<file path="config.mk">
export PLATFORM = sky130hd
export DESIGN_NAME = hpc_ctrl
export DESIGN_NICKNAME = d
export VERILOG_FILES = /design/src/hpc_pkg.sv /design/src/hpc_ctrl.sv
export SDC_FILE = /design/constraint.sdc
export NUM_CORES = 1
export LEC_CHECK = 0
export BUFFER_PORTS_ARGS = -buffer_cell sky130_fd_sc_hd__buf_2
export CAP_MARGIN = 20
export CORE_MARGIN = 3
export CORE_UTILIZATION = 57
export CTS_CLUSTER_SIZE = 28
export DETAILED_ROUTE_END_ITERATION = 7
export HOLD_SLACK_MARGIN = 0.1
export PLACE_DENSITY = 0.84
export SYNTH_ARGS = -nofsm -noshare
export SYNTH_HDL_FRONTEND = slang
export SYNTH_SLANG_ARGS = --single-unit
</file>
<file path="constraint.sdc">
create_clock -name clk_sys -period 3.5 [get_ports clk_sys]
set_clock_uncertainty 0.05 [all_clocks]
set_input_delay 0 -clock clk_sys [delete_from_list [all_inputs] [get_ports clk_sys]]
set_output_delay 0 -clock clk_sys [all_outputs]
set_load 0.02 [all_outputs]
</file>
<file path="src/hpc_pkg.sv">
package hpc_pkg;

  // ----------------------------------------
  // Clock and timing
  // ----------------------------------------
  localparam int CLK_HZ = 40_000_000;  // System clock rate
  localparam int T_DEB_MS = 100;  // Turn-on qualification time
  localparam int T_START_MS = 100;  // Internal start-up time
  localparam int T_RETRY_S = 5;  // Internal cool-down time
  localparam int T_BRK_US = 20;  // Breaker delay
  localparam int DEB_CYC = T_DEB_MS * (CLK_HZ / 1000);
  localparam int START_CYC = T_START_MS * (CLK_HZ / 1000);
  localparam int RETRY_CYC = T_RETRY_S * CLK_HZ;
  localparam int BRK_CYC = T_BRK_US * (CLK_HZ / 1_000_000);
  localparam int TMR_W = 28;  // Wide enough for the cool-down count

  // ----------------------------------------
  // Register offsets (byte addresses)
  // ----------------------------------------
  localparam logic [7:0] OFF_CTRL = 8'h00;
  localparam logic [7:0] OFF_ALERT = 8'h04;
  localparam logic [7:0] OFF_FAULT = 8'h08;
  localparam logic [7:0] OFF_STAT = 8'h0c;
  localparam logic [7:0] OFF_ADC0 = 8'h10;
  localparam logic [7:0] OFF_ADC1 = 8'h14;
  localparam logic [7:0] OFF_ADC2 = 8'h18;

  // ----------------------------------------
  // Control fields and reset value
  // ----------------------------------------
  localparam int CB_HIGH_RETRY = 0;  // Overvoltage auto-retry
  localparam int CB_LOW_RETRY = 1;  // Undervoltage auto-retry
  localparam int CB_OC_RETRY = 2;  // Overcurrent auto-retry
  localparam int CB_FET = 3;  // fet_drive_bit
  localparam int CB_GPO = 4;  // General purpose output level
  localparam int CB_GCFG_LO = 6;  // gpio_cfg_low_bit
  localparam int CB_GCFG_HI = 7;  // gpio_cfg_high_bit
  localparam logic [7:0] CTRL_RST = 8'h03;

  // ----------------------------------------
  // Fault fields
  // ----------------------------------------
  localparam int FB_HIGH = 0;  // Overvoltage
  localparam int FB_LOW = 1;  // Undervoltage
  localparam int FB_OC = 2;  // Overcurrent
  localparam int FB_PBAD = 3;  // Power bad
  localparam int FB_CARD = 4;  // Card seated pin changed
  localparam int FAULT_W = 5;
  localparam logic [4:0] FAULT_RST = 5'h00;
  localparam logic [4:0] ALERT_RST = 5'h00;

  // ----------------------------------------
  // General purpose pin modes
  // ----------------------------------------
  localparam logic [1:0] GP_GOOD = 2'h0;  // Pull low while power not good
  localparam logic [1:0] GP_BAD = 2'h1;  // Pull low while power good
  localparam logic [1:0] GP_IN = 2'h2;  // Input only
  localparam logic [1:0] GP_OUT = 2'h3;  // Open-drain output

  // ----------------------------------------
  // Types
  // ----------------------------------------
  typedef enum logic [1:0] {ST_OFF, ST_START, ST_ON, ST_COOL} hpc_state_e;

  // Pins and comparator outputs from outside the clock domain
  typedef struct packed {
    logic req;  // Power switch request pin
    logic card_out;  // Card seated pin, high when no card
    logic low_in;  // Low input below 1.227V
    logic low_rst;  // Low input below 0.4V
    logic high_in;  // High input above 1.235V
    logic sup_hi;  // Supply above 15.6V
    logic breaker;  // Sense above 25mV
    logic pwr_good;  // Output divider above threshold
    logic cooldown;  // Timer pin below 0.2V
    logic tmr_thr;  // Timer pin reached start-up threshold
    logic in_limit;  // Inrush current being limited
    logic tmr_tied;  // Timer pin tied to internal supply
    logic gpio_in;  // General purpose pin level
    logic lock_ok;  // Internal supply above lockout
  } hpc_pins_s;

endpackage

</file>
<file path="src/hpc_ctrl.sv">
module hpc_ctrl #(
  parameter int DEB_CYC = hpc_pkg::DEB_CYC,
  parameter int START_CYC = hpc_pkg::START_CYC,
  parameter int RETRY_CYC = hpc_pkg::RETRY_CYC
) (
  // Clock and reset
  input wire logic clk_sys,
  input wire logic rstn,
  // AHB-Lite slave
  input wire logic hsel,
  input wire logic [31:0] haddr,
  input wire logic [1:0] htrans,
  input wire logic hwrite,
  input wire logic [2:0] hsize,
  input wire logic [31:0] hwdata,
  input wire logic hready,
  output logic [31:0] hrdata,
  output logic hreadyout,
  output logic hresp,
  // Pins and comparators
  input wire hpc_pkg::hpc_pins_s pins_i,
  // Converter
  input wire logic adc_done,
  input wire logic [7:0] adc_code,
  output logic [1:0] adc_sel,
  output logic adc_start,
  // Gate and current limit
  output logic gate_on,
  output logic hi_limit,
  // Open-drain alert pin
  output logic alert_o,
  output logic alert_oe_n,
  // Open-drain general purpose pin
  output logic gpio_o,
  output logic gpio_oe_n
);

  // ----------------------------------------
  // Declarations
  // ----------------------------------------
  hpc_pkg::hpc_pins_s s1_q, s2_q, s3_q;  // Sync stages and edge history
  hpc_pkg::hpc_state_e st_q, st_d;  // Power state
  logic [7:0] ctrl_q;  // Control register
  logic [4:0] fault_q, fault_d;  // Sticky faults
  logic [4:0] amask_q;  // Alert enables
  logic [31:0] deb_q;  // Qualification counter
  logic ready_q, ready_p;  // Conditions held long enough
  logic [hpc_pkg::TMR_W-1:0] tmr_q;  // Start-up / cool-down timer
  logic [9:0] brk_q;  // Breaker delay counter
  logic brk_trip;  // Breaker delay expired
  logic init_p;  // Initialisation pulse
  logic [1:0] prime_q;  // Edges seen since reset, saturating
  logic hist_ok;  // Edge history holds real pin data
  logic req_rise, req_fall, card_fall, card_edge;
  logic cond_ok, block, stop, st_done, cool_done, oc_set, clr_all;
  logic wr_q, act_q;  // Data phase pending
  logic [7:0] addr_q;  // Latched address
  logic wr_en;  // Write commits this cycle
  logic [7:0] adc_res [3];  // Converter results
  logic adc_busy_q;  // Conversion in flight

  // Address match used by the write decode
  function automatic logic hit(input logic [7:0] a, input logic [7:0] off);
    hit = (a == off);
  endfunction

  // ----------------------------------------
  // Input synchronisers
  // ----------------------------------------
  // Two flops, then a third for edge history
  always_ff @(posedge clk_sys or negedge rstn) begin
    if (!rstn) begin
      s1_q <= '0;
      s2_q <= '0;
      s3_q <= '0;
    end else begin
      s1_q <= pins_i;
      s2_q <= s1_q;
      s3_q <= s2_q;
    end
  end

  // ----------------------------------------
  // Edge history priming
  // ----------------------------------------
  // Counts the first edges after reset; the history stage holds reset
  // values until then, which would fake edges against idle pins
  always_ff @(posedge clk_sys or negedge rstn) begin
    if (!rstn) begin
      prime_q <= 2'h0;
    end else if (prime_q != 2'h3) begin
      prime_q <= prime_q + 2'h1;  // Saturates once history is real
    end
  end
  assign hist_ok = (prime_q == 2'h3);

  // Edge events from the second stage onward
  // Pin edges wait for real history; init stays open for power-up
  assign init_p = s2_q.lock_ok & ~s3_q.lock_ok;
  assign req_rise = hist_ok & s2_q.req & ~s3_q.req;
  assign req_fall = hist_ok & ~s2_q.req & s3_q.req;
  assign card_fall = hist_ok & ~s2_q.card_out & s3_q.card_out;
  assign card_edge = hist_ok & (s2_q.card_out ^ s3_q.card_out);

  // ----------------------------------------
  // Turn-on qualification
  // ----------------------------------------
  // Input range good, card seated, supply up
  assign cond_ok = s2_q.lock_ok & ~s2_q.card_out & ~s2_q.low_in & ~s2_q.high_in & ~s2_q.sup_hi;

  // Conditions must hold unbroken before the request is sampled
  always_ff @(posedge clk_sys or negedge rstn) begin
    if (!rstn) begin
      deb_q <= '0;
      ready_q <= 1'b0;
    end else if (!cond_ok || init_p) begin
      deb_q <= '0;
      ready_q <= 1'b0;
    end else if (deb_q == DEB_CYC - 1) begin
      ready_q <= 1'b1;
    end else begin
      deb_q <= deb_q + 32'h1;
    end
  end
  assign ready_p = cond_ok & ~init_p & ~ready_q & (deb_q == DEB_CYC - 1);

  // ----------------------------------------
  // AHB-Lite slave
  // ----------------------------------------
  assign hreadyout = 1'b1;  // Zero wait states
  assign hresp = 1'b0;  // Always OKAY

  // Latch address phase
  always_ff @(posedge clk_sys or negedge rstn) begin
    if (!rstn) begin
      act_q <= 1'b0;
      wr_q <= 1'b0;
      addr_q <= '0;
    end else if (hready) begin
      act_q <= hsel & htrans[1];
      wr_q <= hsel & htrans[1] & hwrite;
      addr_q <= haddr[7:0];
    end
  end
  assign wr_en = wr_q & hready;

  // Read data registered at the address phase; unmapped reads zero
  always_ff @(posedge clk_sys or negedge rstn) begin
    if (!rstn) begin
      hrdata <= '0;
    end else if (hready && hsel && htrans[1] && !hwrite) begin
      case (haddr[7:0])
        hpc_pkg::OFF_CTRL: hrdata <= {24'h0, ctrl_q};
        hpc_pkg::OFF_ALERT: hrdata <= {27'h0, amask_q};
        hpc_pkg::OFF_FAULT: hrdata <= {27'h0, fault_q};
        hpc_pkg::OFF_STAT: hrdata <= {22'h0, st_q, s2_q.gpio_in, s2_q.pwr_good, s2_q.card_out,
                                      s2_q.req, s2_q.breaker, s2_q.low_in, s2_q.high_in | s2_q.sup_hi, ready_q};
        hpc_pkg::OFF_ADC0: hrdata <= {24'h0, adc_res[0]};
        hpc_pkg::OFF_ADC1: hrdata <= {24'h0, adc_res[1]};
        hpc_pkg::OFF_ADC2: hrdata <= {24'h0, adc_res[2]};
        default: hrdata <= '0;
      endcase
    end
  end

  // ----------------------------------------
  // Control and alert mask registers
  // ----------------------------------------
  // Init wins; else bus write; else qualification sample; else pin edges
  always_ff @(posedge clk_sys or negedge rstn) begin
    if (!rstn) begin
      ctrl_q <= hpc_pkg::CTRL_RST;
    end else if (init_p) begin
      ctrl_q <= hpc_pkg::CTRL_RST;
    end else if (wr_en && hit(addr_q, hpc_pkg::OFF_CTRL)) begin
      ctrl_q <= hwdata[7:0];
    end else if (ready_p) begin
      ctrl_q[hpc_pkg::CB_FET] <= s2_q.req;
    end else if (req_rise) begin
      ctrl_q[hpc_pkg::CB_FET] <= 1'b1;
    end else if (req_fall) begin
      ctrl_q[hpc_pkg::CB_FET] <= 1'b0;
    end
  end

  // Alert enables
  always_ff @(posedge clk_sys or negedge rstn) begin
    if (!rstn) begin
      amask_q <= hpc_pkg::ALERT_RST;
    end else if (init_p) begin
      amask_q <= hpc_pkg::ALERT_RST;
    end else if (wr_en && hit(addr_q, hpc_pkg::OFF_ALERT)) begin
      amask_q <= hwdata[4:0];
    end
  end

  // ----------------------------------------
  // Fault register
  // ----------------------------------------
  // Events set; clears never swallow a same-cycle event
  assign clr_all = init_p | req_fall | card_fall | s2_q.low_rst;
  always_comb begin
    fault_d = fault_q;
    if (clr_all) begin
      fault_d = '0;
    end else if (wr_en && hit(addr_q, hpc_pkg::OFF_FAULT)) begin
      fault_d = fault_q & ~hwdata[4:0];  // Write one to clear
    end
    if (s2_q.lock_ok) begin
      fault_d[hpc_pkg::FB_HIGH] = fault_d[hpc_pkg::FB_HIGH] | s2_q.high_in | s2_q.sup_hi;
      fault_d[hpc_pkg::FB_LOW] = fault_d[hpc_pkg::FB_LOW] | (s2_q.low_in & ~s2_q.low_rst);
      fault_d[hpc_pkg::FB_PBAD] = fault_d[hpc_pkg::FB_PBAD] | ((st_q == hpc_pkg::ST_ON) & ~s2_q.pwr_good);
    end
    fault_d[hpc_pkg::FB_OC] = fault_d[hpc_pkg::FB_OC] | oc_set;
    fault_d[hpc_pkg::FB_CARD] = fault_d[hpc_pkg::FB_CARD] | card_edge;
  end

  always_ff @(posedge clk_sys or negedge rstn) begin
    if (!rstn) begin
      fault_q <= hpc_pkg::FAULT_RST;
    end else begin
      fault_q <= fault_d;
    end
  end

  // ----------------------------------------
  // Power state machine
  // ----------------------------------------
  // Overvoltage, undervoltage and overcurrent faults hold the gate off when their auto-retry is clear
  assign block = (fault_q[hpc_pkg::FB_HIGH] & ~ctrl_q[hpc_pkg::CB_HIGH_RETRY])
               | (fault_q[hpc_pkg::FB_LOW] & ~ctrl_q[hpc_pkg::CB_LOW_RETRY])
               | (fault_q[hpc_pkg::FB_OC] & ~ctrl_q[hpc_pkg::CB_OC_RETRY]);
  assign stop = ~ctrl_q[hpc_pkg::CB_FET] | ~cond_ok | block;

  // Internal timers when the timer pin is tied high
  assign st_done = s2_q.tmr_tied ? (tmr_q == hpc_pkg::TMR_W'(START_CYC - 1)) : s2_q.tmr_thr;
  assign cool_done = s2_q.tmr_tied ? (tmr_q == hpc_pkg::TMR_W'(RETRY_CYC - 1)) : s2_q.cooldown;
  assign brk_trip = (brk_q == 10'(hpc_pkg::BRK_CYC));
  assign oc_set = ((st_q == hpc_pkg::ST_START) & ~stop & st_done & s2_q.in_limit)
                | ((st_q == hpc_pkg::ST_ON) & ~stop & brk_trip);

  // Next state
  always_comb begin
    st_d = st_q;
    case (st_q)
      hpc_pkg::ST_OFF: begin
        if (!stop && ready_q) begin
          st_d = hpc_pkg::ST_START;
        end
      end
      hpc_pkg::ST_START: begin
        if (stop) begin
          st_d = hpc_pkg::ST_OFF;
        end else if (st_done) begin
          st_d = s2_q.in_limit ? hpc_pkg::ST_COOL : hpc_pkg::ST_ON;
        end
      end
      hpc_pkg::ST_ON: begin
        if (stop) begin
          st_d = hpc_pkg::ST_OFF;
        end else if (brk_trip) begin
          st_d = hpc_pkg::ST_COOL;
        end
      end
      hpc_pkg::ST_COOL: begin
        if (cool_done) begin
          st_d = hpc_pkg::ST_OFF;
        end
      end
      default: st_d = hpc_pkg::ST_OFF;
    endcase
    if (init_p || !s2_q.lock_ok) begin
      st_d = hpc_pkg::ST_OFF;
    end
  end

  always_ff @(posedge clk_sys or negedge rstn) begin
    if (!rstn) begin
      st_q <= hpc_pkg::ST_OFF;
    end else begin
      st_q <= st_d;
    end
  end

  // Timer restarts on every state change
  always_ff @(posedge clk_sys or negedge rstn) begin
    if (!rstn) begin
      tmr_q <= '0;
    end else if (st_d != st_q) begin
      tmr_q <= '0;
    end else begin
      tmr_q <= tmr_q + 1'b1;
    end
  end

  // Breaker armed only once fully on
  always_ff @(posedge clk_sys or negedge rstn) begin
    if (!rstn) begin
      brk_q <= '0;
    end else if (st_q != hpc_pkg::ST_ON || !s2_q.breaker) begin
      brk_q <= '0;
    end else if (!brk_trip) begin
      brk_q <= brk_q + 10'h1;
    end
  end

  // Gate and current limit select from the state
  assign gate_on = (st_q == hpc_pkg::ST_START) | (st_q == hpc_pkg::ST_ON);
  assign hi_limit = (st_q == hpc_pkg::ST_ON);

  // ----------------------------------------
  // Alert and general purpose pins
  // ----------------------------------------
  assign alert_o = 1'b0;
  assign alert_oe_n = ~|(fault_q & amask_q);

  // Pin pulls low when enable is low
  assign gpio_o = 1'b0;
  always_comb begin
    case (ctrl_q[hpc_pkg::CB_GCFG_HI:hpc_pkg::CB_GCFG_LO])
      hpc_pkg::GP_GOOD: gpio_oe_n = hi_limit & s2_q.pwr_good;
      hpc_pkg::GP_BAD: gpio_oe_n = ~(hi_limit & s2_q.pwr_good);
      hpc_pkg::GP_IN: gpio_oe_n = 1'b1;
      default: gpio_oe_n = ctrl_q[hpc_pkg::CB_GPO];
    endcase
  end

  // ----------------------------------------
  // Converter multiplexer
  // ----------------------------------------
  // Cycle aux pin, output source, supply minus sense
  always_ff @(posedge clk_sys or negedge rstn) begin
    if (!rstn) begin
      adc_sel <= 2'h0;
      adc_start <= 1'b0;
      adc_busy_q <= 1'b0;
      adc_res <= '{default: 8'h00};
    end else begin
      adc_start <= 1'b0;
      if (!adc_busy_q) begin
        adc_start <= 1'b1;
        adc_busy_q <= 1'b1;
      end else if (adc_done) begin
        adc_res[adc_sel] <= adc_code;
        adc_sel <= (adc_sel == 2'h2) ? 2'h0 : adc_sel + 2'h1;
        adc_busy_q <= 1'b0;
      end
    end
  end

endmodule

</file>
==> run metrics, run 1 <==
status=complete, no violations; row count=44; Num CTS Buffers=17; Mapped Cells=745; Final Hold Vio Count=0; DP Area=8960 sq um; fraction of layout cells with a size suffix above 1=20.5%; RSZ-0062 raised after global routing=no; Die W=128 um; Die Ht=128 um; Slowest-stage cell, CP=a221o_2; Async S/R FF share, synth=100%; clock tree from TritonCTS=done; Via density=5.95; register area share after synthesis=50.2%; ordered cell list for the critical path=ha_1 > and3_1 > nand4_2 > o2bb2ai_4 > a41oi_2 > a221o_2 > a2111oi_1; leak pwr=4.14 nW; WP data arrival=3.18 ns; cell area after synthesis=8540 sq um; CP bufs+invs=0; clock sinks=171; core area=14600 sq um; post-DP HPWL=12000 um; initial DRC count=841; global-route wire length before repair=32900 um; Residual DRC=0; Synth Area per Inst=11.5 sq um; Max Freq=0.340 GHz; cell family with most CP delay=compound AO/OA/AOI/OAI gates; fin crit period=2.94 ns; maxcap violations=0; clock buffer depth=2; Post-synth EDFFs=0; WL met2=10100 um; synth-to-layout area growth=17.7%; met1 wire length=8070 um; Cell variety after synth=70; H-tree depth=4; Die ar.=16500 sq um; Max rail drop VDD=0.671 mV; Vias=6290; FF/Latch Area=4280 sq um; final max-slew violation count=0; initial antenna violation count=0; HP Class=primary input to async pin; Worst-Margin Slew=0.997 ns; Detail Route Antenna Nets=0; area of the multi-input gates=3920 sq um; ys flop type=dfrtp_1; design area=10000 sq um; DR WL met3=908 um; GR Overflow Total=0; DRT Wirelength=19500 um; WL/cell=18.4 um; WS Path Type=register to register; antenna cells=0; Clock transition at path regs=0.07 ns; Final Cycle Share=84.1%; max layer used=met4; GP Congestion=0.926; setup_tns=0 ns; clock root cell=clkbuf_16; worst-skew pair later-pin latency=0.44 ns; Port Buffers=61; Initial Utilization=58.5%; vias in the first global route=6405; largest net degree at the start of global routing=89; CP max FO=15; # IOs=140; Power Dens Cells=460 nW/um^2; crit end category=register; Worst Path Required=3.73 ns; final setup fails=0; Critical Path Source Type=register; Synth warnings=0; Max transition margin=32.6%; GRT Overall Usage=25.0%; DRT Pass-1 Iters=5; number of synthesized register bits=171; max incr delay on CP=0.61 ns; fin nets=967; fill count=985
## placed cells by master (no fill, tap or decap), types with 3 or more instances in the layout
cell type / n
dfrtp_1: 168
nand2_1: 69
buf_2: 60
nor2_1: 51
dlygate4sd3_1: 49
nand3_1: 37
xor2_1: 37
mux2_2: 34
conb_1: 26
nand4_1: 22
xnor2_1: 22
inv_1: 21
a21oi_1: 20
a2111oi_4: 18
clkbuf_16: 17
o21ai_0: 14
a22oi_1: 13
nor3_1: 12
or3_1: 11
buf_4: 11
nor4_1: 10
and3_1: 10
and4_1: 9
a222oi_1: 9
ha_1: 9
a21o_1: 8
nor4b_1: 6
a31oi_1: 6
a2111oi_1: 6
mux2i_1: 6
inv_6: 6
nand2b_1: 5
o21ai_1: 5
clkinv_8: 5
and2_1: 4
nor2b_1: 3
a211oi_1: 3
nor3b_1: 3
buf_12: 3
## synthesized netlist by cell type (all sizes together), types with 2 or more instances
library cell	instances	share of area, %
a2111oi	26	6.9
a211oi	3	0.26
a21o	8	0.70
a21oi	20	1.2
a221oi	2	0.21
a222oi	9	1.1
a22oi	13	1.1
a31oi	6	0.44
a41o	2	0.25
and2	4	0.29
and3	10	0.73
and4	11	1.2
buf	37	3.5
clkbuf	14	0.62
conb	2	0.088
dfrtp	169	50
dfstp	2	0.62
ha	9	1.3
inv	21	0.92
mux2	34	4.5
mux2i	6	0.70
nand2	69	3.0
nand2b	5	0.37
nand3	37	2.2
nand4	23	1.8
nand4b	2	0.21
nor2	52	2.3
nor2b	3	0.22
nor3	13	0.82
nor3b	3	0.26
nor4	10	0.73
nor4b	9	1.2
o21ai	19	1.1
o41ai	2	0.51
or2	3	0.22
or3	11	0.81
xnor2	22	2.3
xor2	37	3.8
## per-layer routing
metal	GRT usage [%]	vias to the layer above
met2	42.0	206
met5	0	-
met3	4.36	34
met4	9.30	0
li1	-	2896
met1	32.8	3154
## final timing paths
check                      startpoint  cells past startpoint  slack [ns]   endpoint
max                          tmr_q[0]                      7        0.56   tmr_q[4]
min                              rstn                      2        0.13  addr_q[5]
max reg2reg                  tmr_q[0]                      7        0.56   tmr_q[4]
min reg2reg                   s1_q[2]                      0        0.30    s2_q[2]
max in group asynchronous        rstn                      3        2.32  deb_q[16]
min in group clk_sys        pins_i[3]                      2        0.16    s1_q[3]
## power by group
group          internal, mW  switching (mW)
sequential             2.16           0.145
clock                 0.959           0.919
combinational         0.222           0.214
## layout make-up
| type | count | share of cell area, % |
|---|---|---|
| multi-input combinational | 526 | 39.0 |
| sequential | 171 | 42.6 |
| inverter | 21 | 0.784 |
| clock buffer | 17 | 4.23 |
| tap | 184 | 2.29 |
| timing repair buffer | 124 | 9.40 |
| clock inverter | 15 | 1.68 |
## cell families (layout without fill, tap and decap cells)
kind of cell | after synthesis | count (layout) | share of synthesized area [%]
and+or+nand+nor | 268 | 268 | 16.7
DFF | 171 | 171 | 50.2
AOI/OAI and AO/OA | 124 | 124 | 15.5
buffers and inverters | 72 | 177 | 5.09
xor gates and xnor gates | 59 | 59 | 6.05
muxes | 40 | 40 | 5.19
adders and majority gates | 9 | 9 | 1.32
other | 2 | 26 | 0.0880
## state kept, by name, summed over array words and instances (netlist names), 5 cells and up
name	count
deb_q	32
tmr_q	28
ctrl_q	8
addr_q	8
adc_res	24
amask_q	5
brk_q	10
s2_q	14
hrdata	10
s1_q	14
fault_q	5
## stage by stage
| stage | std cells | hold WS, ns | power [mW] | util, % | setup WS (ns) |
|---|---|---|---|---|---|
| after floorplan | 769 | -0.346 | 2.54 | - | 0.556 |
| after detailed placement | 977 | 0.0593 | 2.69 | 61.4 | 0.591 |
| after CTS | 1058 | 0.136 | 4.61 | 68.9 | 0.535 |
| final | 1058 | 0.135 | 4.62 | 68.9 | 0.556 |
| after global routing | 1058 | 0.162 | 4.78 | 68.9 | 0.371 |
| after global placement | 977 | 0.0577 | 2.66 | 61.4 | 0.650 |
## timing repair
item                                   4_1_cts  5_1_grt
gates resized for setup                      0        0
endpoints found under the hold margin      157        0
hold buffers                                49        0
buffers inserted                             0        0
No activity file was read; power rests on OpenSTA's default activity.
==> inputs of run 2 (changes only) <==
--- a/config.mk
+++ b/config.mk
@@ -5,6 +5,7 @@
 export SDC_FILE = /design/constraint.sdc
 export NUM_CORES = 1
 export LEC_CHECK = 0
+export ABC_AREA = 1
 export BUFFER_PORTS_ARGS = -buffer_cell sky130_fd_sc_hd__buf_2
 export CAP_MARGIN = 20
 export CORE_MARGIN = 3
@@ -12,7 +13,7 @@
 export CTS_CLUSTER_SIZE = 28
 export DETAILED_ROUTE_END_ITERATION = 7
 export HOLD_SLACK_MARGIN = 0.1
-export PLACE_DENSITY = 0.84
+export PLACE_DENSITY = 0.85
 export SYNTH_ARGS = -nofsm -noshare
 export SYNTH_HDL_FRONTEND = slang
 export SYNTH_SLANG_ARGS = --single-unit
==> constraint.sdc (replaced) <==
create_clock -name clk_sys -period 2.8 [get_ports clk_sys]
set_clock_uncertainty 0.05 [all_clocks]
set_input_delay 0 -clock clk_sys [delete_from_list [all_inputs] [get_ports clk_sys]]
set_output_delay 0 -clock clk_sys [all_outputs]
set_load 0.02 [all_outputs]
==> run 2 against run 1 <==
First-iteration DRC count decreased by 24%. Count of clock-buffer cells in the layout grew 2. Clock power grew 26%. Total power rose by 24%. Worst hold slack worse by 0.021 ns. Highest routed layer unchanged.
==> run metrics, run 2 <==
status=complete, no violations; Power Dens Cells=577 nW/um^2 (+25%); CP max FO=19 (+4); met1 wire length=8320 um (+3.1%); Max Freq=0.402 GHz; most frequent cell after synthesis=nand2_1; post-DP HPWL=12900 um (+7.8%); vias in the first global route=7105 (+11%); share of the synthesized area in the top cell type=50.7% (+1.2 points); crit path from=hready; Synth area leader=dfrtp_1; Post-synth EDFFs=0 (unchanged); Vias=7182 (+14%); post-CTS sizing=0 (unchanged); GR Overflow Total=0 (unchanged); # IOs=140 (unchanged); GP Congestion=0.918 (-0.80%); crit end category=register; top cells by area, synth=dfrtp_1, nand2_1, inv_1, o21ai_0, nor2_1; Synth Area per Inst=8.34 sq um (-27%); Max transition margin=50.6% (+18 points); setup_tns=0 ns (unchanged); Synth warnings=0 (unchanged); maxcap violations=0 (unchanged); final setup fails=0 (unchanged); max reg flops=32 (unchanged); largest net degree at the start of global routing=80 (-10%); clock root cell=clkbuf_16; fill count=1038 (+5.4%); register area share after synthesis=51.4% (+1.2 points); DRT Pass-1 Iters=6 (+1); HP Class=primary input to async pin; Reg2Reg Launch Point=st_q[0]; GRT Overall Usage=25.6% (+0.58 points); most used cell, CP=dlygate4sd3_1; Die W=127 um (-1.1%); Slowest-stage cell, CP=dlygate4sd3_1; Die Ht=127 um (-1.1%); clock buffer depth=2 (unchanged); Commonest cells post-synth=nand2_1, dfrtp_1, inv_1; Max rail drop VDD=0.478 mV (-29%); Critical Path Source Type=primary input; Reg-to-Reg End=tmr_q[4]; final max-slew violation count=0 (unchanged); Clock transition at path regs=0.07 ns (about the same); DRT Wirelength=19700 um (+1.4%); Die ar.=16100 sq um (-2.2%); commonest cells after routing, fill and taps aside=nand2_1, dfrtp_1, inv_1; Worst Path Required=3.07 ns (-0.66 ns); fraction of layout cells with a size suffix above 1=12.3% (-8.1 points); DR WL met3=1120 um (+23%); global-route wire length before repair=33400 um (+1.5%); WS Path Type=primary input to register; Final Cycle Share=88.9%; commonest non-fill, non-tap cell in the layout=nand2_1; leak pwr=4.58 nW (+11%); clock tree from TritonCTS=done; WL/cell=14.9 um (-19%); hold_ws=0.114 ns (-0.0209 ns); Detail Route Antenna Nets=0 (unchanged); H-tree depth=4 (unchanged); row count=43 (-2.3%); Async S/R FF share, synth=100% (unchanged); worst-skew pair later-pin latency=0.43 ns (about the same); crit path capture=hrdata[9]; WL met2=9640 um (-4.1%); Worst R2R Setup Slack=0.44 ns (-0.12 ns); ordered cell list for the critical path=dlygate4sd3_1 > buf_2 > nand3_1 > dlygate4sd3_1 > nor2_1 > clkinv_1 > o31ai_1; RSZ-0062 raised after global routing=no; antenna cells=0 (unchanged); fin nets=1235 (+28%); initial antenna violation count=0 (unchanged); Largest regs=deb_q: 32 flops, tmr_q: 28 flops, adc_res: 24 flops; Residual DRC=0 (unchanged); Cell variety after synth=47 (-33%); synth-to-layout area growth=19.1%; max layer used=met4; Initial Utilization=59.1% (+0.62 points); Worst-Margin Slew=0.741 ns (-0.256 ns); max incr delay on CP=0.59 ns (-0.02 ns); ys flop type=dfrtp_1; number of synthesized register bits=171 (unchanged); Worst Reg-to-Reg Cells=12 (+5); WP data arrival=2.76 ns (-0.42 ns); Mapped Cells=999 (+34%); initial DRC count=643 (-24%); Port Buffers=61 (unchanged); core area=14100 sq um (-3.4%); Final Hold Vio Count=0 (unchanged); fin crit period=2.49 ns; cell area after synthesis=8330 sq um (-2.4%); Num CTS Buffers=17 (unchanged); Most flops, register=deb_q; clock sinks=171 (unchanged); Via density=5.43 (-8.6%)
[run 2: power by group]
group | total, mW | switching (mW) | internal (mW)
sequential | 2.84 | 0.136 | 2.70
clock | 2.36 | 1.07 | 1.29
combinational | 0.532 | 0.332 | 0.200
total | 5.73 | 1.54 | 4.19
[run 2: routing by layer]
| metal | vias to the layer above | track usage, % |
|---|---|---|
| met1 | 3401 | 33.3 |
| met3 | 63 | 5.01 |
| met5 | - | 0 |
| met2 | 261 | 42.7 |
| met4 | 0 | 9.78 |
| li1 | 3457 | - |
[run 2: worst min-delay path by stage]
stage / end / slack (ns)
2_1_floorplan: adc_busy_q / -0.35
3_3_place_gp: brk_q[0] / 0.03
3_5_place_dp: brk_q[0] / 0.03
4_1_cts: s1_q[9] / 0.14
5_1_grt: s1_q[1] / 0.16
6_report: addr_q[7] / 0.11
[run 2: layout make-up]
type	count	area [sq um]	share of cell area, %
clock buffers	19	443	4.46
multi-input cells	680	3380	34.1
repair buffers	125	947	9.54
clock inverters	13	144	1.45
flip-flops and latches	171	4280	43.1
well taps	180	225	2.27
inverters	134	503	5.07
[run 2: metrics by stage]
stage | instance area [sq um] | utilization, % | std cells | total power, mW | setup slack (ns)
final | 9930 | 70.4 | 1322 | 5.73 | 0.311
after global routing | 9930 | 70.4 | 1322 | 5.94 | 0.160
after CTS | 9930 | 70.4 | 1322 | 5.72 | 0.435
after detailed placement | 8770 | 62.2 | 1233 | 3.32 | 0.477
after global placement | 8770 | 62.2 | 1233 | 3.29 | 0.556
after floorplan | 8420 | - | 1023 | 3.15 | 0.821
[run 2: worst max-delay path: cells and delay by family]
kind                   cells  cell delay, ns
AOI/OAI and AO/OA          1            0.48
and+or+nand+nor            2            0.37
buffers and inverters      4            1.90
[run 2: kinds of logic (layout without fill, tap and decap cells)]
kind of cell,after synthesis,count (layout),share of synthesized area (%)
compound gates,147,147,10.0
xor+xnor,31,31,3.26
fa+ha+maj,9,9,1.35
buf+inv,172,291,9.11
flops,171,171,51.4
other cells,2,26,0.0901
simple gates,467,467,24.8
[run 2: timing repair]
action	CTS	global route
hold buffers	57	0
setup buffers	0	0
endpoints found under the hold margin	187	0
==> inputs of run 3 (changes only) <==
--- a/config.mk
+++ b/config.mk
@@ -14,6 +14,7 @@
 export DETAILED_ROUTE_END_ITERATION = 7
 export HOLD_SLACK_MARGIN = 0.1
 export PLACE_DENSITY = 0.85
+export RECOVER_POWER = 25
 export SYNTH_ARGS = -nofsm -noshare
 export SYNTH_HDL_FRONTEND = slang
 export SYNTH_SLANG_ARGS = --single-unit
==> run 3 against run 2 <==
The flow now finishes with violations (capacitance limit, slew limit). Total power about the same. Die area unchanged. Worst hold slack better by 0.039 ns. Cell count unchanged. Register-to-register slack about the same. Critical path depth did not move. Critical path type unchanged. Critical endpoint unchanged. Highest routed layer unchanged.
==> run metrics, run 3 (synthesis results as in run 2) <==
failing checks=capacitance limit, slew limit; synth-to-layout area growth=19.0% (about the same); design area=9920 sq um (about the same); DRT Pass-1 Iters=6 (unchanged); Most flops, register=deb_q; Critical Path Source Type=primary input; Via density=5.44 (+0.13%); DP Area=8770 sq um (unchanged); Max rail drop VDD=0.477 mV (-0.30%); global-route wire length before repair=33400 um (unchanged); Die Ht=127 um (unchanged); max reg flops=32 (unchanged); maxcap violations=1 (+1); commonest non-fill, non-tap cell in the layout=nand2_1; Clock transition at path regs=0.07 ns (about the same); RSZ-0062 raised after global routing=no; HP Class=primary input to register; # IOs=140 (unchanged); Final Cycle Share=89.8% (+0.94 points); Detail Route Antenna Nets=0 (unchanged); DRT Wirelength=19700 um (about the same); commonest cells after routing, fill and taps aside=nand2_1, dfrtp_1, inv_1; Initial Utilization=59.1% (unchanged); initial DRC count=643 (unchanged); clock tree from TritonCTS=done; GR Overflow Total=0 (unchanged); core area=14100 sq um (unchanged); Die W=127 um (unchanged); Layout Utilization=70.4% (about the same); H-tree depth=4 (unchanged); Port Buffers=61 (unchanged); worst-skew pair later-pin latency=0.43 ns (about the same); GP Congestion=0.918 (unchanged); Power Dens Cells=577 nW/um^2 (about the same); clock buffer depth=2 (unchanged); Post-CTS Setup Repair Bufs=0 (unchanged); largest net degree at the start of global routing=80 (unchanged); Residual DRC=0 (unchanged); final setup fails=0 (unchanged); fin crit period=2.52 ns (+0.0263 ns); Vias=7191 (+0.13%); Final Hold Vio Count=0 (unchanged); fraction of layout cells with a size suffix above 1=12.3% (unchanged); clock root cell=clkbuf_16; Die ar.=16100 sq um (unchanged); WP data arrival=2.78 ns (+0.02 ns); crit end category=register; Worst-Margin Slew=2.01 ns (+1.27 ns); Worst Path Required=3.07 ns (about the same); initial antenna violation count=0 (unchanged); Max transition margin=-33.8% (-84 points); status=finished with violations; setup_tns=0 ns (unchanged); Final WS setup=0.285 ns (-0.0263 ns); leak pwr=4.58 nW (about the same); fin nets=1235 (unchanged); CP max FO=19 (unchanged); post-DP HPWL=12900 um (unchanged); WL/cell=14.9 um (about the same); GRT Overall Usage=25.6% (unchanged); row count=43 (unchanged); antenna cells=0 (unchanged); WS Path Type=primary input to register; post-placement setup slack=0.477 ns (unchanged); Max Freq=0.398 GHz (-1.0%); vias in the first global route=7105 (unchanged); clock sinks=171 (unchanged); Largest regs=deb_q: 32 flops, tmr_q: 28 flops, adc_res: 24 flops; final max-slew violation count=79 (+79); Num CTS Buffers=17 (unchanged)
==> run 3: cell types whose count changed in the layout (fill, tap and decap cells not counted), sizes merged <==
cell,before,now
buf,68,67
clkbuf,19,20
==> run 3: stage by stage <==
step | hold slack (ns) | power [mW] | std cells
after detailed placement | 0.0346 | 3.32 | 1233
after floorplan | -0.346 | 3.15 | 1023
final | 0.152 | 5.73 | 1322
after global placement | 0.0270 | 3.29 | 1233
after global routing | 0.158 | 5.94 | 1322
after CTS | 0.139 | 5.72 | 1322
==> run 3: final timing paths <==
| check | depth (start not counted) | slack (ns) | endpoint | from |
|---|---|---|---|---|
| setup reg to reg | 12 | 0.44 | tmr_q[4] | st_q[0] |
| hold / removal | 2 | 0.15 | s1_q[9] | pins_i[9] |
| hold reg to reg | 0 | 0.30 | s2_q[1] | s1_q[1] |
| min in group asynchronous | 2 | 0.61 | addr_q[7] | rstn |
| max in group asynchronous | 3 | 0.89 | deb_q[12] | rstn |
| setup / recovery | 7 | 0.28 | hrdata[9] | hready |
==> run 3: layer usage <==
| metal | wire length [um] | global-route usage (%) | vias up |
|---|---|---|---|
| li1 | - | - | 3455 |
| met1 | 8360 | 33.3 | 3407 |
| met2 | 9660 | 42.7 | 271 |
| met3 | 1090 | 5.01 | 58 |
| met4 | 600 | 9.78 | 0 |
| met5 | 0 | 0 | - |
==> run 3: power breakdown <==
part	internal, mW	switching (mW)
logic	0.200	0.332
registers	2.70	0.135
clock network	1.29	1.07
total	4.19	1.54
==> run 3: cell type report <==
cell class                      instances  area, sq um
Multi-Input combinational cell        680         3380
Tap cell                              180          225
Timing Repair Buffer                  125          941
Fill cell                            1040         4180
Clock buffer                           19          443
Clock inverter                         13          144
Sequential cell                       171         4280
Inverter                              134          503
==> run 3: what timing repair did <==
item,CTS,global route
hold buffers,57,0
gates resized for setup,0,0
endpoints found under the hold margin,187,0
==> run 3: critical path: stages <==
cell	delay, ns
dlygate4sd3_1	0.52
buf_2	0.29
nand3_1	0.17
dlygate4sd3_1	0.59
nor2_1	0.20
clkinv_1	0.52
o31ai_1	0.49
